File: src/design/crt_pkg.sv
// Package with constants and types of the coprocessor register transfer unit
package crt_pkg;

  // Instruction field positions
  localparam int COND_MSB      = 31;  // Condition field top bit
  localparam int COND_LSB      = 28;  // Condition field bottom bit
  localparam int CLASS_MSB     = 27;  // Instruction class top bit
  localparam int CLASS_LSB     = 24;  // Instruction class bottom bit
  localparam int OPC_MSB       = 23;  // Operation code field top bit
  localparam int OPC_LSB       = 21;  // Operation code field bottom bit
  localparam int DIR_BIT       = 20;  // Direction bit, 1 = move to core
  localparam int CRN_MSB       = 19;  // First coproc register top bit
  localparam int CRN_LSB       = 16;  // First coproc register bottom bit
  localparam int RD_MSB        = 15;  // Core register top bit
  localparam int RD_LSB        = 12;  // Core register bottom bit
  localparam int CPN_MSB       = 11;  // Coproc number top bit
  localparam int CPN_LSB       = 8;   // Coproc number bottom bit
  localparam int VAR_MSB       = 7;   // Operation variant top bit
  localparam int VAR_LSB       = 5;   // Operation variant bottom bit
  localparam int XFER_BIT      = 4;   // Set for register transfer class
  localparam int CRM_MSB       = 3;   // Second coproc register top bit
  localparam int CRM_LSB       = 0;   // Second coproc register bottom bit
  localparam int UND_MSB       = 27;  // Undefined pattern class top bit
  localparam int UND_LSB       = 25;  // Undefined pattern class bottom bit

  // Encodings
  localparam logic [3:0] CLASS_COPROC   = 4'he;  // Coprocessor class value
  localparam logic [2:0] CLASS_UNDEF    = 3'h3;  // Undefined pattern class
  localparam logic [3:0] CP_INTERNAL    = 4'hf;  // Internal control coproc
  localparam logic [3:0] PC_INDEX       = 4'hf;  // Program counter register
  localparam logic [3:0] CP15_REG_LIMIT = 4'h7;  // Highest serviced register
  localparam logic [31:0] PC_STORE_OFFSET = 32'h0000_000c;  // Stored value offset

  // Timing
  localparam int INTERNAL_CYCLES = 3;  // Internal cycles of a serviced transfer

  // Register offsets (byte addresses)
  localparam logic [7:0] OFF_CTRL     = 8'h00;  // Control
  localparam logic [7:0] OFF_INT_STAT = 8'h04;  // Sticky event status
  localparam logic [7:0] OFF_INT_MASK = 8'h08;  // Interrupt mask
  localparam logic [7:0] OFF_LAST_TRAP = 8'h0c; // Last trapped instruction
  localparam logic [7:0] OFF_XFER_CNT = 8'h10;  // Serviced transfer count

  // Control field and event bit positions
  localparam int CTRL_HW_EN   = 0;  // Internal coproc servicing enable
  localparam int EV_TRAP      = 0;  // Undefined trap taken
  localparam int EV_DONE      = 1;  // Hardware transfer completed
  localparam int EV_SKIP      = 2;  // Condition failed, no effect
  localparam int EV_W         = 3;  // Event field width

  // Reset values
  localparam logic [31:0] CTRL_RST = 32'h0000_0001;  // Servicing enabled
  localparam logic [2:0]  MASK_RST = 3'h0;           // All events masked

  // Transfer sequencer states
  typedef enum logic [2:0] {
    CRT_IDLE,
    CRT_EX1,
    CRT_EX2,
    CRT_EX3,
    CRT_RESP
  } crt_state_t;

endpackage

File: src/design/crt_unit.sv
// Coprocessor register transfer unit with internal control coproc routing
//
// Functional notes
// - Other coprocessor numbers take undefined trap
// - Execute only when condition holds
// - Flag load from transferred bits 31 to 28
// - Flag load leaves PC and others alone
// - Stored PC value is address plus 12
// - Internal coproc transfer takes three cycles
// - Direction bit selects move to core
// - Coproc number field selects target
// - Internal control coproc fifteen via transfers
// - Opcode and register fields passed uninterpreted
// - Other move to core transfers trap
// - Reserved undefined pattern takes trap
// - Only registers 0 to 7 serviced
//
// Our own choices: the APB interface to the registers and the register addresses.
`timescale 1ns/1ps
module crt_unit (
  input  wire logic        clk,           // Core clock, 40 MHz
  input  wire logic        nrst,          // Asynchronous reset, active low
  // Instruction issue
  input  wire logic        instr_valid,   // Coprocessor class instruction offered
  output logic             instr_ready,   // Unit idle and accepting
  input  wire logic [31:0] instr_word,    // Instruction word
  input  wire logic [31:0] instr_addr,    // Instruction address
  input  wire logic [31:0] core_rd_value, // Named core register value
  input  wire logic [3:0]  core_flags,    // Current flags
  // Results to core
  output logic             xfer_done,     // Instruction finished, pulse
  output logic             undef_trap,    // Take undefined trap, pulse
  output logic             core_wr_en,    // Write core register, pulse
  output logic [3:0]       core_wr_idx,   // Core register index
  output logic [31:0]      core_wr_data,  // Core register data
  output logic             flags_wr_en,   // Load flags, pulse
  output logic [3:0]       flags_wr_data, // New flags
  // Internal control coprocessor
  output logic             cp15_rd_en,    // Read strobe
  output logic             cp15_wr_en,    // Write strobe
  output logic [3:0]       cp15_reg,      // First coproc register
  output logic [2:0]       cp15_opc,      // Operation code field
  output logic [2:0]       cp15_var,      // Operation variant field
  output logic [3:0]       cp15_crm,      // Second coproc register
  output logic [31:0]      cp15_wdata,    // Data to coproc
  input  wire logic [31:0] cp15_rdata,    // Data from coproc
  // APB slave
  input  wire logic        psel,          // Select
  input  wire logic        penable,       // Access phase
  input  wire logic        pwrite,        // Write
  input  wire logic [7:0]  paddr,         // Byte address
  input  wire logic [31:0] pwdata,        // Write data
  output logic [31:0]      prdata,        // Read data
  output logic             pready,        // Ready
  output logic             pslverr,       // Error on unmapped address
  output logic             irq            // Level interrupt
);

  // Sequencer state
  crt_pkg::crt_state_t state;       // Current state
  crt_pkg::crt_state_t next_state;  // Next state
  logic [31:0] ins, next_ins;       // Captured instruction
  logic [31:0] rval, next_rval;     // Value from the coprocessor
  logic        resp_trap, next_resp_trap;  // Pending response is a trap
  logic        resp_skip, next_resp_skip;  // Pending response is a skip
  // Next values of the registered outputs
  logic        next_instr_ready, next_xfer_done, next_undef_trap;
  logic        next_core_wr_en, next_flags_wr_en, next_cp15_rd_en, next_cp15_wr_en;
  logic [3:0]  next_core_wr_idx, next_flags_wr_data, next_cp15_reg, next_cp15_crm;
  logic [2:0]  next_cp15_opc, next_cp15_var;
  logic [31:0] next_core_wr_data, next_cp15_wdata;

  // Register file
  logic [31:0] ctrl, next_ctrl;            // Control
  logic [2:0]  int_stat, next_int_stat;    // Sticky events
  logic [2:0]  int_mask, next_int_mask;    // Event mask
  logic [31:0] last_trap, next_last_trap;  // Last trapped instruction
  logic [31:0] xfer_cnt, next_xfer_cnt;    // Serviced transfers
  logic [31:0] next_prdata;                // Read data for the completing edge
  logic        next_pready, next_pslverr, next_irq;  // Bus and interrupt next values

  // Decode helpers
  logic        cond_pass;           // Condition holds for offered word
  logic        accept;              // Instruction taken this cycle
  logic        apb_fire;            // APB access completes this edge
  logic        ev_trap, ev_done, ev_skip;  // Trap, done and skip events this cycle

  // Register transfer class test
  function automatic logic is_xfer(input logic [31:0] w);
    is_xfer = (w[crt_pkg::CLASS_MSB:crt_pkg::CLASS_LSB] == crt_pkg::CLASS_COPROC)
              && w[crt_pkg::XFER_BIT];
  endfunction

  // Reserved undefined pattern test
  function automatic logic is_undef(input logic [31:0] w);
    is_undef = (w[crt_pkg::UND_MSB:crt_pkg::UND_LSB] == crt_pkg::CLASS_UNDEF)
               && w[crt_pkg::XFER_BIT];
  endfunction

  // Transfer serviced by the internal coproc in hardware
  function automatic logic is_hw(input logic [31:0] w, input logic en);
    is_hw = en
            && (w[crt_pkg::CPN_MSB:crt_pkg::CPN_LSB] == crt_pkg::CP_INTERNAL)
            && (w[crt_pkg::CRN_MSB:crt_pkg::CRN_LSB] <= crt_pkg::CP15_REG_LIMIT);
  endfunction

  // Condition evaluation on the offered word
  crt_cond u_cond (
    .cond  (instr_word[crt_pkg::COND_MSB:crt_pkg::COND_LSB]),
    .flags (core_flags),
    .pass  (cond_pass)
  );

  assign accept   = instr_valid && instr_ready;
  assign apb_fire = psel && penable && pready;

  // Sequencer next values
  always_comb begin
    next_state         = state;
    next_ins           = ins;
    next_rval          = rval;
    next_resp_trap     = resp_trap;
    next_resp_skip     = resp_skip;
    next_xfer_done     = 1'b0;
    next_undef_trap    = 1'b0;
    next_core_wr_en    = 1'b0;
    next_core_wr_idx   = core_wr_idx;
    next_core_wr_data  = core_wr_data;
    next_flags_wr_en   = 1'b0;
    next_flags_wr_data = flags_wr_data;
    next_cp15_rd_en    = 1'b0;
    next_cp15_wr_en    = 1'b0;
    next_cp15_reg      = cp15_reg;
    next_cp15_opc      = cp15_opc;
    next_cp15_var      = cp15_var;
    next_cp15_crm      = cp15_crm;
    next_cp15_wdata    = cp15_wdata;
    ev_trap            = 1'b0;
    ev_done            = 1'b0;
    ev_skip            = 1'b0;
    case (state)
      crt_pkg::CRT_IDLE: begin
        if (accept) begin
          next_ins       = instr_word;
          next_resp_trap = 1'b0;
          next_resp_skip = 1'b0;
          if (!cond_pass) begin
            next_resp_skip = 1'b1;
            next_state     = crt_pkg::CRT_RESP;
          end else if (is_undef(instr_word)) begin
            next_resp_trap = 1'b1;
            next_state     = crt_pkg::CRT_RESP;
          end else if (is_xfer(instr_word) && is_hw(instr_word, ctrl[crt_pkg::CTRL_HW_EN])) begin
            next_state = crt_pkg::CRT_EX1;
            // Fields handed over untouched
            next_cp15_reg   = instr_word[crt_pkg::CRN_MSB:crt_pkg::CRN_LSB];
            next_cp15_opc   = instr_word[crt_pkg::OPC_MSB:crt_pkg::OPC_LSB];
            next_cp15_var   = instr_word[crt_pkg::VAR_MSB:crt_pkg::VAR_LSB];
            next_cp15_crm   = instr_word[crt_pkg::CRM_MSB:crt_pkg::CRM_LSB];
            next_cp15_rd_en = instr_word[crt_pkg::DIR_BIT];
            next_cp15_wr_en = !instr_word[crt_pkg::DIR_BIT];
            next_cp15_wdata = (instr_word[crt_pkg::RD_MSB:crt_pkg::RD_LSB] == crt_pkg::PC_INDEX)
                              ? instr_addr + crt_pkg::PC_STORE_OFFSET : core_rd_value;
          end else begin
            // Other coprocessors, registers and classes go to software
            next_resp_trap = 1'b1;
            next_state     = crt_pkg::CRT_RESP;
          end
        end
      end
      crt_pkg::CRT_EX1: begin
        // Coproc strobe visible this cycle, capture its answer
        next_rval  = cp15_rdata;
        next_state = crt_pkg::CRT_EX2;
      end
      crt_pkg::CRT_EX2: begin
        // Prepare write back for the final cycle
        next_state = crt_pkg::CRT_EX3;
        next_xfer_done = 1'b1;
        if (ins[crt_pkg::DIR_BIT]) begin
          if (ins[crt_pkg::RD_MSB:crt_pkg::RD_LSB] == crt_pkg::PC_INDEX) begin
            // Only the top four bits reach the flags
            next_flags_wr_en   = 1'b1;
            next_flags_wr_data = rval[31:28];
          end else begin
            next_core_wr_en   = 1'b1;
            next_core_wr_idx  = ins[crt_pkg::RD_MSB:crt_pkg::RD_LSB];
            next_core_wr_data = rval;
          end
        end
      end
      crt_pkg::CRT_EX3: begin
        // Write back and done pulses shown now
        ev_done    = 1'b1;
        next_state = crt_pkg::CRT_IDLE;
      end
      crt_pkg::CRT_RESP: begin
        // Trap or skip pulse shown now, no core write
        ev_trap    = resp_trap;
        ev_skip    = resp_skip;
        next_state = crt_pkg::CRT_IDLE;
      end
      default: begin
        next_state = crt_pkg::CRT_IDLE;
      end
    endcase
    // Response pulses for the response state
    if (next_state == crt_pkg::CRT_RESP) begin
      next_undef_trap = next_resp_trap;
      next_xfer_done  = 1'b1;
    end
    next_instr_ready = (next_state == crt_pkg::CRT_IDLE);
  end

  // Sequencer registers
  always_ff @(posedge clk or negedge nrst) begin
    if (!nrst) begin
      state         <= crt_pkg::CRT_IDLE;
      ins           <= 32'h0000_0000;
      rval          <= 32'h0000_0000;
      resp_trap     <= 1'b0;
      resp_skip     <= 1'b0;
      instr_ready   <= 1'b0;
      xfer_done     <= 1'b0;
      undef_trap    <= 1'b0;
      core_wr_en    <= 1'b0;
      core_wr_idx   <= 4'h0;
      core_wr_data  <= 32'h0000_0000;
      flags_wr_en   <= 1'b0;
      flags_wr_data <= 4'h0;
      cp15_rd_en    <= 1'b0;
      cp15_wr_en    <= 1'b0;
      cp15_reg      <= 4'h0;
      cp15_opc      <= 3'h0;
      cp15_var      <= 3'h0;
      cp15_crm      <= 4'h0;
      cp15_wdata    <= 32'h0000_0000;
    end else begin
      state         <= next_state;
      ins           <= next_ins;
      rval          <= next_rval;
      resp_trap     <= next_resp_trap;
      resp_skip     <= next_resp_skip;
      instr_ready   <= next_instr_ready;
      xfer_done     <= next_xfer_done;
      undef_trap    <= next_undef_trap;
      core_wr_en    <= next_core_wr_en;
      core_wr_idx   <= next_core_wr_idx;
      core_wr_data  <= next_core_wr_data;
      flags_wr_en   <= next_flags_wr_en;
      flags_wr_data <= next_flags_wr_data;
      cp15_rd_en    <= next_cp15_rd_en;
      cp15_wr_en    <= next_cp15_wr_en;
      cp15_reg      <= next_cp15_reg;
      cp15_opc      <= next_cp15_opc;
      cp15_var      <= next_cp15_var;
      cp15_crm      <= next_cp15_crm;
      cp15_wdata    <= next_cp15_wdata;
    end
  end

  // Register file and APB next values
  always_comb begin
    next_ctrl      = ctrl;
    next_int_mask  = int_mask;
    next_last_trap = last_trap;
    next_xfer_cnt  = xfer_cnt;
    next_int_stat  = int_stat;
    next_prdata    = prdata;
    next_pslverr   = 1'b0;
    // One wait state: ready raised in second access cycle
    next_pready    = psel && penable && !pready;
    if (psel && penable && !pready) begin
      // Read data and error prepared for the completing edge
      if (paddr == crt_pkg::OFF_CTRL) begin
        next_prdata = ctrl;
      end else if (paddr == crt_pkg::OFF_INT_STAT) begin
        next_prdata = {29'h0000_0000, int_stat};
      end else if (paddr == crt_pkg::OFF_INT_MASK) begin
        next_prdata = {29'h0000_0000, int_mask};
      end else if (paddr == crt_pkg::OFF_LAST_TRAP) begin
        next_prdata = last_trap;
      end else if (paddr == crt_pkg::OFF_XFER_CNT) begin
        next_prdata = xfer_cnt;
      end else begin
        next_prdata  = 32'h0000_0000;
        next_pslverr = 1'b1;
      end
    end
    // Writes take effect on the completing edge
    if (apb_fire && pwrite) begin
      if (paddr == crt_pkg::OFF_CTRL) begin
        next_ctrl = {31'h0000_0000, pwdata[crt_pkg::CTRL_HW_EN]};
      end else if (paddr == crt_pkg::OFF_INT_STAT) begin
        next_int_stat = int_stat & ~pwdata[crt_pkg::EV_W-1:0];
      end else if (paddr == crt_pkg::OFF_INT_MASK) begin
        next_int_mask = pwdata[crt_pkg::EV_W-1:0];
      end
    end
    // Hardware events win over a clear in the same cycle
    if (ev_trap) begin
      next_int_stat[crt_pkg::EV_TRAP] = 1'b1;
      next_last_trap = ins;
    end
    if (ev_done) begin
      next_int_stat[crt_pkg::EV_DONE] = 1'b1;
      next_xfer_cnt = xfer_cnt + 32'h0000_0001;
    end
    if (ev_skip) begin
      next_int_stat[crt_pkg::EV_SKIP] = 1'b1;
    end
    next_irq = |(next_int_stat & next_int_mask);
  end

  // Register file and APB registers
  always_ff @(posedge clk or negedge nrst) begin
    if (!nrst) begin
      ctrl      <= crt_pkg::CTRL_RST;
      int_stat  <= 3'h0;
      int_mask  <= crt_pkg::MASK_RST;
      last_trap <= 32'h0000_0000;
      xfer_cnt  <= 32'h0000_0000;
      prdata    <= 32'h0000_0000;
      pready    <= 1'b0;
      pslverr   <= 1'b0;
      irq       <= 1'b0;
    end else begin
      ctrl      <= next_ctrl;
      int_stat  <= next_int_stat;
      int_mask  <= next_int_mask;
      last_trap <= next_last_trap;
      xfer_cnt  <= next_xfer_cnt;
      prdata    <= next_prdata;
      pready    <= next_pready;
      pslverr   <= next_pslverr;
      irq       <= next_irq;
    end
  end

endmodule

File: src/design/crt_cond.sv
// Condition field evaluator against the current flags
`timescale 1ns/1ps
module crt_cond (
  input  wire logic [3:0] cond,   // Condition field
  input  wire logic [3:0] flags,  // Flags as negative, zero, carry, overflow
  output logic            pass    // Condition holds
);

  logic n;  // Negative flag
  logic z;  // Zero flag
  logic c;  // Carry flag
  logic v;  // Overflow flag

  assign n = flags[3];
  assign z = flags[2];
  assign c = flags[1];
  assign v = flags[0];

  // Sixteen condition codes
  always_comb begin
    case (cond)
      4'h0: pass = z;
      4'h1: pass = !z;
      4'h2: pass = c;
      4'h3: pass = !c;
      4'h4: pass = n;
      4'h5: pass = !n;
      4'h6: pass = v;
      4'h7: pass = !v;
      4'h8: pass = c && !z;
      4'h9: pass = !c || z;
      4'ha: pass = (n == v);
      4'hb: pass = (n != v);
      4'hc: pass = !z && (n == v);
      4'hd: pass = z || (n != v);
      4'he: pass = 1'b1;
      default: pass = 1'b0;  // Never
    endcase
  end

endmodule

File: config.mk
export PLATFORM = sky130hd
export DESIGN_NAME = crt_unit
export DESIGN_NICKNAME = d
export VERILOG_FILES = /design/src/design/crt_pkg.sv /design/src/design/crt_unit.sv /design/src/design/crt_cond.sv
export SDC_FILE = /design/constraint.sdc
export NUM_CORES = 1
export LEC_CHECK = 0
export ABC_AREA = 1
export BUFFER_PORTS_ARGS = -buffer_cell sky130_fd_sc_hd__buf_2
export CAP_MARGIN = 20
export CORE_MARGIN = 3
export CORE_UTILIZATION = 54
export DETAILED_ROUTE_END_ITERATION = 8
export PLACE_DENSITY = 0.8
export SYNTH_ARGS = -nofsm -noshare
export SYNTH_HDL_FRONTEND = slang
export SYNTH_SLANG_ARGS = --single-unit
File: constraint.sdc
create_clock -name clk -period 1.85 [get_ports clk]
set_input_delay 0.185 -clock clk [delete_from_list [all_inputs] [get_ports clk]]
set_output_delay 0.185 -clock clk [all_outputs]
set_load 0.02 [all_outputs]
# Word-level counts from Yosys, hierarchy flattened
# Cells that the tools add are included.
# Widths: inputs -> output; s select.
[word_totals] inputBits=178 ff_bits=268
[op_classes] n_addsub=2 n_lt_le_gt_ge=1 eq_ne=30 n_reduce_logical=30 bitwise_logic=5 muxes=56
[op_table] operator="$mux 32" count=6
[op_table] operator="$eq 4x4->1 const B" count=11
[op_table] operator="$mux 1" count=37
[op_table] operator="$mux 3" count=11
[op_table] operator="$add 32x1->32 const B" count=1
[op_table] operator="$add 32x4->32 const B" count=1
[op_table] operator="$eq 4x3->1 const B" count=4
[op_table] operator="$eq 8x4->1 const B" count=2
[op_table] operator="$pmux 1 s15" count=1
[op_table] operator="$logic_and 1x1->1" count=12
[op_table] operator="$eq 3x2->1 const B" count=3
[op_table] operator="$pmux 3 s3" count=1
[op_table] operator="$eq 4x2->1 const B" count=2
[op_table] operator="$eq 8x3->1 const B" count=1
[op_table] operator="$eq 8x5->1 const B" count=1
[op_table] operator="$logic_not 8->1" count=1
[op_table] operator="$and 3x3->3" count=2
[op_table] operator="$eq 3x3->1 const B" count=2
[op_table] operator="$logic_not 1->1" count=6
[op_table] operator="$logic_not 3->1" count=2
[op_table] operator="$reduce_and 3->1" count=2
[op_table] operator="$reduce_and 5->1" count=1
[op_table] operator="$eq 4x1->1 const B" count=1
[op_table] operator="$le 4x3->1 const B" count=1
[op_table] operator="other kinds (9)" count=12

# Depth between registers and ports, before layout
# Gate-level depths: netlist (run 1).
[depth] word_depth=11 depth_mapped=13

# Hierarchy
# A second synthesis (run 1) with hierarchy kept.
[unflattened] hier_cells=1591 hier_area_um2=12759.7
[by_module_without_submodules] module="crt_unit" seq_area_each_um2=6707.7 cells_each=1536 area_each_um2=12530.8 n_inst=1
[by_module_without_submodules] module="crt_cond" seq_area_each_um2=0.0 cells_each=55 area_each_um2=229.0 n_inst=1

# Worst setup path after synthesis (run 1)
# No wires, ideal clock.
[synth_timing] kind="register -> register" startpoint="reg state[0]" endpoint="reg core_wr_data[25]" t_arrival_ns=1.491 synth_period_minus_slack_ns=1.618 setup_ns=0.127 path_buffers=1 stages_incl_launch_ff=8 path_slack_ns=0.232 required_ns=1.723 path_cell_list="dfrtp_1 nor3_2 inv_2 nor2_4 inv_2 nor2_8 buf_6 mux2_1"
[synth_between] elab_chain_cells=2
[synth_lines] item="from (decl)" line_no="crt_unit.sv:60" text="crt_pkg::crt_state_t state;"
[synth_lines] item="from (signal assigned)" line_no="crt_unit.sv:218" text="state <= crt_pkg::CRT_IDLE;"
[synth_lines] item="from (signal assigned)" line_no="crt_unit.sv:239" text="state <= next_state;"
[synth_lines] item="$eq 3x2->1" line_no="crt_unit.sv:141" text="case (state)"
[synth_lines] item="$reduce_and 3->1 (no line)"
[synth_lines] item="to (signal assigned)" line_no="crt_unit.sv:249" text="core_wr_data <= next_core_wr_data;"
[synth_lines] item="to (decl)" line_no="crt_unit.sv:35" text="output logic [31:0] core_wr_data,"
# No other way between the ends.
# A chain may end at the register's enable or synchronous reset.

# Worst setup path after layout (run 1)
[layout_timing] startpoint="reg ctrl[0]" endpoint="reg cp15_wdata[13]"
[layout_between] elab_chain_cells=4
[layout_lines] item="from (decl)" line_no="crt_unit.sv:74" text="logic [31:0] ctrl, next_ctrl;"
[layout_lines] item="from (signal assigned)" line_no="crt_unit.sv:318" text="ctrl <= crt_pkg::CTRL_RST;"
[layout_lines] item="from (signal assigned)" line_no="crt_unit.sv:328" text="ctrl <= next_ctrl;"
[layout_lines] item="$logic_and 1x1->1" line_no="crt_unit.sv:103" text="&& (w[crt_pkg::CPN_MSB:crt_pkg::CPN_LSB] == crt_pkg::CP_INTERNAL)"
[layout_lines] item="$logic_and 1x1->1" line_no="crt_unit.sv:104" text="&& (w[crt_pkg::CRN_MSB:crt_pkg::CRN_LSB] <= crt_pkg::CP15_REG_LIMIT);"
[layout_lines] item="$logic_and 1x1->1" line_no="crt_unit.sv:153" text="end else if (is_xfer(instr_word) && is_hw(instr_word, ctrl[crt_pkg::CTRL_HW_EN])) begin"
[layout_lines] item="$reduce_and 5->1 (no line)"
[layout_lines] item="to (signal assigned)" line_no="crt_unit.sv:258" text="cp15_wdata <= next_cp15_wdata;"
[layout_lines] item="to (decl)" line_no="crt_unit.sv:45" text="output logic [31:0] cp15_wdata,"
# No other way between the ends.

==> flow_summary.yaml, run 1 <==
run_status:
  status: "finished, final reports clean"
power:
  p_per_area_nw_per_um2: 904
  total_power_w: 0.0153
  p_leak_nw: 8.64
  ir_worst_vdd_mv: 0.871
clocking:
  htree_levels: 1
  cts.path.max_buffers: 3
  cts_tree: "yes"
  clk_latency_ns: 0.55
  cts_buffers: 29
  clock_sinks: 268
  clkTransAtPathRegs_ns: 0.06
  cts-root-buf: "clkbuf_16"
detailed_routing:
  ant_nets: 0
  dr.pass1.iters: 5
  num_vias: 11600
  drtIter0Drc: 801
  post_drt_wl_per_cell_um: 17.1
  vias_per_cell: 5.24
  drc: 0
  wl_um: 38000
sta:
  drv_slew: 0
  slew_headroom_pct: 60.6
  fin_crit_ns: 1.85
  tightest_slew_ns: 0.584
  max_freq_ghz: 0.542
  tns_ns: 0
  setup_viol: 0
  fin_skew_ns: 0.0125
  min_period_over_period_pct: 99.8
  hold_viol_final: 0
finish:
  drive_gt1_share_pct: 26.8
  syn2layout_area_growth_pct: 29.9
  ff_latch_area_um2: 6710
  finalNetCount: 2058
  n_fill_cell: 1736
  multi_input_area_um2: 5550
global_route:
  grt_most_used_layer: "met2"
  antenna_found_initial: 1
  use_met1_pct: 34.7
  grt_use_met3_pct: 5.62
  overflow: 0
  use_met2_pct: 51.3
  grt_pass1_wl_um: 60800
  grt_pass1_vias: 11900
  grt_use_total_pct: 28.9
  grt_max_degree: 81
setup_path:
  cp-start-kind: "flip-flop"
  cp.arrival_ns: 2.28
  slowest_stage: "dfstp_2"
  worstPathMaxFanout: 7
  crit_type: "reg -> reg"
  cp_cell_sequence: "nand2_2 > nor2_4 > nand3_2 > nand3b_1 > nor2_4 > buf_6 > nand3_2 > nand2_1 > inv_1"
  cp.required_ns: 2.28
  slowest_delay_ns: 0.56
  critical_path.endpoint_type: "flip-flop"
logic_synthesis:
  synth_commonest_cells: "nand2_1, dfrtp_1, inv_1"
  synth.most_common_cell: "nand2_1"
  yosysWarningCount: 0
  yosysTopAreaCell: "dfrtp_1"
  synth-edff-count: 0
  synthTopCellsByArea: "dfrtp_1, nand2_1, mux2_2"
  syn-instance-count: 1490
  synthFlopType: "dfrtp_1"
  ys_ff_latch: 268
  synth_top_area_share_pct: 51.3
  syn_area_um2: 13000
  synthArstFlopShare_pct: 100
  synth_fp_nets: 1670
  synth_cell_types: 51
  synth.avg_cell_area_um2: 8.74
  seq_area_frac_synth_pct: 51.5
floorplan:
  die_w_um: 161
  die_h_um: 161
  io_pins: 306
  core_area_um2: 23600
  initial_core_util_pct: 55.1
  fp.dieArea_um2: 26000
  std_cell_rows: 56
place:
  port-buffer-count: 276
  dp_hpwl_um: 25800
  gp_congestion: 0.932
min_path:
  hold_path_class: "in -> reg"
job:
  maxCapViolCount: 0
## path summary, 6_finish.rpt
| kind | start | endpoint | slack [ns] | cells after the start |
|---|---|---|---|---|
| min in group asynchronous | nrst | xfer_cnt[10] | 0.09 | 2 |
| worst max-delay path | ctrl[0] | cp15_wdata[13] | 0.003 | 9 |
| max in group asynchronous | nrst | ctrl[0] | 1.05 | 3 |
| worst min register to register | prdata[10] | prdata[10] | 0.48 | 2 |
| worst min-delay path | core_rd_value[24] | cp15_wdata[24] | 0.008 | 4 |
| worst max register to register | ctrl[0] | cp15_wdata[13] | 0.003 | 9 |
## what timing repair did
action	4_1_cts	5_1_grt
endpoints found under the hold margin	372	0
resized for setup	0	13
setup buffers	0	2
hold buffers	94	0
setup endpoints to repair	0	51
## cell type report
type,count,share of cell area [%]
clock inverter,18,0.984
antenna,2,0.0296
multi-input combinational,1033,32.8
inverter,140,3.11
timing repair buffer,406,16.3
clock buffer,36,4.74
tap,319,2.36
sequential,268,39.7
## metal layers
layer,wire length (um),share of wire [%],vias to the layer above
li1,-,-,5558
met1,14700,39,5543
met2,19200,51,432
met3,2470,6.5,106
met4,1570,4.1,0
met5,0,0,-
## cells in the final DEF (no fill, tap or decap), drive strengths merged
cell type / instances
nor4: 2
nand4: 28
o22ai: 1
clkbuf: 36
xnor2: 5
mux2i: 6
nor3: 22
or2: 16
diode: 2
mux2: 76
bufinv: 2
xor2: 28
o211ai: 1
dfstp: 1
a311oi: 1
and3: 1
inv: 139
nor2: 127
clkinvlp: 3
nand3b: 12
dfrtp: 267
a21oi: 19
o21a: 2
ha: 2
a31oi: 1
nand2: 468
dlygate4sd3: 94
buf: 312
o21bai: 1
clkinv: 14
nand3: 88
o21ai: 126
## cells by family (layout without fill, tap and decap cells)
family,count (synthesis),after routing,synth area share (%)
other,0,2,0
xor gates and xnor gates,33,33,2.22
and+or+nand+nor,763,764,25.9
adders and majority gates,2,2,0.192
DFF,268,268,51.5
buffers and inverters,190,600,6.35
AOI/OAI and AO/OA,152,152,6.26
muxes,82,82,7.61
## per-stage QoR
| step | hold WS (ns) | cell area, um^2 | std cells | setup slack [ns] | util [%] |
|---|---|---|---|---|---|
| global route | 0.0179 | 16900 | 2221 | -0.0440 | 71.6 |
| finish | 0.00779 | 16900 | 2222 | 0.00338 | 71.6 |
| CTS | 0.000351 | 16800 | 2216 | 0.00341 | 71.2 |
| floorplan | -0.111 | 13000 | 1490 | 0.232 | - |
| global placement | 0.0587 | 14900 | 2068 | 0.0771 | 63.1 |
| detailed placement | 0.0611 | 14900 | 2068 | 0.0398 | 63.1 |
## power by group
| group | internal, W | switching (W) |
|---|---|---|
| sequential | 0.00663 | 0.000437 |
| combinational | 0.00103 | 0.00137 |
| clock | 0.00337 | 0.00245 |
## worst max-delay path, delay by kind of cell, from the launching register on
kind / cells / cell delay, ns
AND/OR/NAND/NOR: 7 / 0.96
flip-flops: 1 / 0.56
buffers and inverters: 2 / 0.22
(Power assumes the default switching activity.)
==> inputs of run 2 (changes only) <==
CORE_UTILIZATION = 25   (was 54)
PLACE_DENSITY = not set   (was 0.8)
SETUP_SLACK_MARGIN = 0.02   (was not set)
==> run 2 against run 1 <==
Compared with the run above: clock power grew 6.0%; worst setup slack gained 0.12 ns; utilization shrank 37 points; clock skew grew 0.0093 ns; die area grew 110%; critical path type is now in -> reg; routed wire length grew 8.2%; via count shrank 0.52%; global-route usage shrank 14 points; design area grew 4.4%; count of clock-buffer cells in the layout grew 9; total power grew 1.8%.
==> flow_summary.yaml, run 2 (synthesized netlist as in run 1, its figures left out) <==
place:
  place_ws_ns: -0.0284
  gp_congestion: 0.886
  port-buffer-count: 276
  dp_hpwl_um: 30400
  place_area_um2: 15500
finish:
  layout_common_cells: "nand2_1, buf_2, dfrtp_1"
  diodes: 0
  syn2layout_area_growth_pct: 35.6
  final_common_cell: "nand2_1"
  finalNetCount: 2084
  final_area_um2: 17700
  drive_gt1_share_pct: 27.1
  final_core_util_pct: 34.3
run_status:
  status: "finished, final reports clean"
setup_path:
  cp.required_ns: 2.29
  rr_startpoint: "ctrl[0]"
  worstSetupStartpoint: "instr_word[15]"
  cp-start-kind: "primary input"
  worstPathMaxFanout: 18
  r2r-end: "cp15_wdata[28]"
  crit_type: "in -> reg"
  reg2reg_depth: 9
  critical_path.endpoint_type: "flip-flop"
  critPathCapture: "cp15_wdata[0]"
  rrSetupSlack_ns: 0.13
  cp.arrival_ns: 2.17
floorplan:
  die_w_um: 234
  core_area_um2: 51400
  initial_core_util_pct: 25.3
  io_pins: 306
  die_h_um: 234
  std_cell_rows: 83
  fp.dieArea_um2: 54900
clocking:
  clock_sinks: 268
  cts-root-buf: "clkbuf_16"
  cts_buffers: 31
  cts_tree: "yes"
  cts.path.max_buffers: 3
  clkTransAtPathRegs_ns: 0.06
  clk_latency_ns: 0.57
  htree_levels: 1
sta:
  fin_crit_ns: 1.73
  hold_viol_final: 0
  grt_setup_unrepaired: "no"
  fin_ws_ns: 0.119
  fin_skew_ns: 0.0217
  slew_headroom_pct: 68.9
  tightest_slew_ns: 0.463
  drv_slew: 0
  setup_viol: 0
  min_period_over_period_pct: 93.6
  max_freq_ghz: 0.578
detailed_routing:
  wl_met3_um: 2330
  drtIter0Drc: 713
  wl_um: 41100
  dr.max_layer_used: "met4"
  ant_nets: 0
  wl_met2_um: 19800
  num_vias: 11600
  drc: 0
  dr.pass1.iters: 5
  post_drt_wl_per_cell_um: 15.8
  wl_met1_um: 17900
  vias_per_cell: 4.44
global_route:
  antenna_found_initial: 0
  grt_pass1_vias: 11900
  grt_max_degree: 60
  grt_use_total_pct: 14.7
  grt_pass1_wl_um: 64200
  overflow: 0
power:
  p_per_area_nw_per_um2: 881
  total_power_w: 0.0156
  ir_worst_vdd_mv: 0.684
  p_leak_nw: 8.81
job:
  maxCapViolCount: 0
min_path:
  hold_path_class: "in -> reg"
==> run 2: report_power, final <==
group | switching (W) | leakage (nW) | total [W] | internal [W]
combinational | 0.00135 | 4.82 | 0.00237 | 0.00102
clock | 0.00258 | 0.502 | 0.00617 | 0.00359
sequential | 0.000391 | 3.49 | 0.00702 | 0.00663
==> run 2: how the worst min path moves through the flow <==
| stage | start | end | slack, ns | depth (start not counted) |
|---|---|---|---|---|
| after floorplan | nrst | core_wr_data[0] | -0.11 | 0 |
| after global routing | core_rd_value[22] | cp15_wdata[22] | 0.02 | 4 |
| after CTS | core_rd_value[22] | cp15_wdata[22] | 0.0002 | 4 |
| after detailed placement | nrst | core_wr_en | 0.16 | 1 |
| after global placement | nrst | prdata[15] | 0.14 | 1 |
| final | core_rd_value[22] | cp15_wdata[22] | 0.02 | 4 |
==> run 2: routing by layer <==
| layer | GRT usage [%] | up-vias |
|---|---|---|
| met3 | 2.78 | 66 |
| li1 | - | 5626 |
| met1 | 19.0 | 5554 |
| met5 | 0 | - |
| met4 | 4.25 | 0 |
| met2 | 25.0 | 333 |
==> run 2: worst max-delay path, cell delays in order <==
cell	delay (ns)
dlygate4sd3_1	0.56
buf_2	0.15
nand4_4	0.12
buf_4	0.28
mux2i_1	0.21
dlygate4sd3_1	0.57
o21ai_1	0.07
==> run 2: cell type report <==
cell class	count	area, um^2
Sequential cell	268	6710
Clock buffer	45	878
Fill cell	5282	33800
Timing Repair Buffer	430	2990
Multi-Input combinational cell	1033	5560
Tap cell	680	851
Inverter	140	526
Clock inverter	12	138
==> run 2: what timing repair did <==
action / in CTS / in global routing
hold buffers: 100 / 0
pin swaps: 1 / 5
cloned: 0 / 2
resized for setup: 3 / 12
endpoints found under the hold margin: 256 / 0
setup buffers: 0 / 8
endpoints found under the setup margin: 8 / 46
==> run 2: through the flow <==
stage,cells,TNS [ns],hold slack (ns)
after floorplan,1490,0,-0.111
after global placement,2441,-0.116,0.140
after detailed placement,2441,-0.156,0.158
after CTS,2598,0,0.000242
after global routing,2608,0,0.0161
final,2608,0,0.0243
==> inputs of run 3 (changes only) <==
CORE_ASPECT_RATIO = 0.7   (was not set)
==> run 3 against run 2 <==
Compared with the run above: maximum frequency fell by 2.2%; count of clock-buffer cells in the layout decreased by 4; first-iteration DRC count down 2.0%; critical endpoint is now cp15_wdata[2]; routed wire length grew 4.5%; worst setup slack lost 0.038 ns.
==> flow_summary.yaml, run 3 (synthesized netlist as in run 1, its figures left out) <==
min_path:
  min_path_cells: 3
  hold_path_class: "in -> reg"
  hold_start: "instr_word[21]"
  holdPathEnd: "ins[21]"
floorplan:
  die_h_um: 197
  std_cell_rows: 69
  die_w_um: 279
  core_area_um2: 51100
  fp.dieArea_um2: 54900
  initial_core_util_pct: 25.5
  io_pins: 306
clocking:
  cts_buffers: 30
  htree_levels: 1
  cts_tree: "yes"
  cts-root-buf: "clkbuf_16"
  clk_latency_ns: 0.57
  clkTransAtPathRegs_ns: 0.07
  clock_sinks: 268
  cts.path.max_buffers: 3
detailed_routing:
  wl_um: 43000
  ant_nets: 0
  num_vias: 11500
  vias_per_cell: 4.44
  drc: 0
  post_drt_wl_per_cell_um: 16.5
  drtIter0Drc: 699
  dr.pass1.iters: 7
place:
  dp_cells: 2437
  gp_congestion: 0.924
  place_ws_ns: 0.00130
  dp_hpwl_um: 32300
  port-buffer-count: 276
setup_path:
  worstSetupStartpoint: "instr_word[14]"
  worstPathMaxFanout: 25
  rrSetupSlack_ns: 0.09
  cp.arrival_ns: 2.22
  critical_path.endpoint_type: "flip-flop"
  cp.required_ns: 2.30
  cp-start-kind: "primary input"
  rr_startpoint: "ctrl[0]"
  r2r-end: "cp15_wdata[30]"
  reg2reg_depth: 9
  crit_type: "in -> reg"
sta:
  fin_ws_ns: 0.0802
  min_period_over_period_pct: 95.7
  tightest_slew_ns: 0.544
  fin_skew_ns: 0.0189
  drv_slew: 0
  slew_headroom_pct: 63.4
  setup_viol: 0
  grt_setup_unrepaired: "yes"
  max_freq_ghz: 0.565
  hold_viol_final: 0
  fin_crit_ns: 1.77
job:
  maxCapViolCount: 0
global_route:
  grt_max_degree: 67
  grt_pass1_vias: 11800
  grt_pass1_wl_um: 67000
  grt_use_total_pct: 15.4
  overflow: 0
  antenna_found_initial: 4
finish:
  final_core_util_pct: 34.5
  final_common_cell: "nand2_1"
  layout_common_cells: "nand2_1, buf_2, dfrtp_1"
  drive_gt1_share_pct: 27.1
  syn2layout_area_growth_pct: 35.4
  finalNetCount: 2079
  final_cells: 2600
  n_fill_cell: 5315
power:
  p_leak_nw: 8.79
  p_per_area_nw_per_um2: 901
  ir_worst_vdd_mv: 0.605
run_status:
  status: "finished, final reports clean"
[run 3: cell count changes in the layout (fill, tap and decap cells not counted), sizes merged, moves of 2 or more]
cell,before,now
diode,0,3
clkbuf,46,41
buf,329,327
clkinvlp,0,5
clkinv,9,7
[run 3: final cells by class]
cell class | instances | area, um^2 | area share [%]
Antenna cell | 3 | 7.51 | 0.0426
Clock buffer | 41 | 893 | 5.07
Clock inverter | 15 | 184 | 1.04
Inverter | 140 | 526 | 2.98
Multi-Input combinational cell | 1032 | 5520 | 31.3
Sequential cell | 268 | 6710 | 38.1
Tap cell | 674 | 843 | 4.78
Timing Repair Buffer | 427 | 2950 | 16.7
[run 3: power by group]
group	leakage [nW]	total, W	switching (W)	internal (W)
clock network	0.516	0.00645	0.00263	0.00382
logic	4.78	0.00236	0.00135	0.00101
registers	3.49	0.00707	0.000446	0.00663
total	8.79	0.0159	0.00442	0.0115
[run 3: per-stage QoR]
step / TNS, ns / power [W] / cell area (um^2) / hold slack [ns]
floorplan: 0 / 0.00837 / 13000 / -0.111
global placement: 0 / 0.00930 / 15500 / 0.135
detailed placement: 0 / 0.00939 / 15500 / 0.141
CTS: 0 / 0.0161 / 17600 / 0.00230
global route: -0.0377 / 0.0167 / 17600 / 0.0267
finish: 0 / 0.0159 / 17600 / 0.0221
[run 3: worst max-delay path by stage]
| stage | end | cells past startpoint |
|---|---|---|
| floorplan | core_wr_data[25] | 7 |
| global placement | cp15_wdata[24] | 9 |
| detailed placement | cp15_wdata[17] | 9 |
| CTS | cp15_wdata[27] | 9 |
| global route | cp15_wdata[27] | 9 |
| finish | cp15_wdata[2] | 9 |
[run 3: layer usage]
metal / vias up / GRT usage, % / routed length (um)
li1: 5608 / - / -
met4: 2 / 4.14 / 1140
met5: - / 0 / 9
met2: 348 / 24.9 / 19400
met1: 5522 / 21.0 / 19800
met3: 68 / 3.54 / 2650
[run 3: repair_timing]
action	4_1_cts	5_1_grt
hold buffers	100	0
gates resized for setup	1	5
setup buffers	0	4
endpoints found under the hold margin	313	0
pin swaps	0	1
cloned	0	0
setup endpoints to repair	8	31
[run 3: worst max-delay path: stages]
cell and delay [ns]:
dlygate4sd3_1 0.53, buf_2 0.15, nand4_4 0.15, inv_1 0.12
buf_4 0.29, nand2_1 0.07, o21ai_0 0.08, dlygate4sd3_1 0.57
o21ai_1 0.07
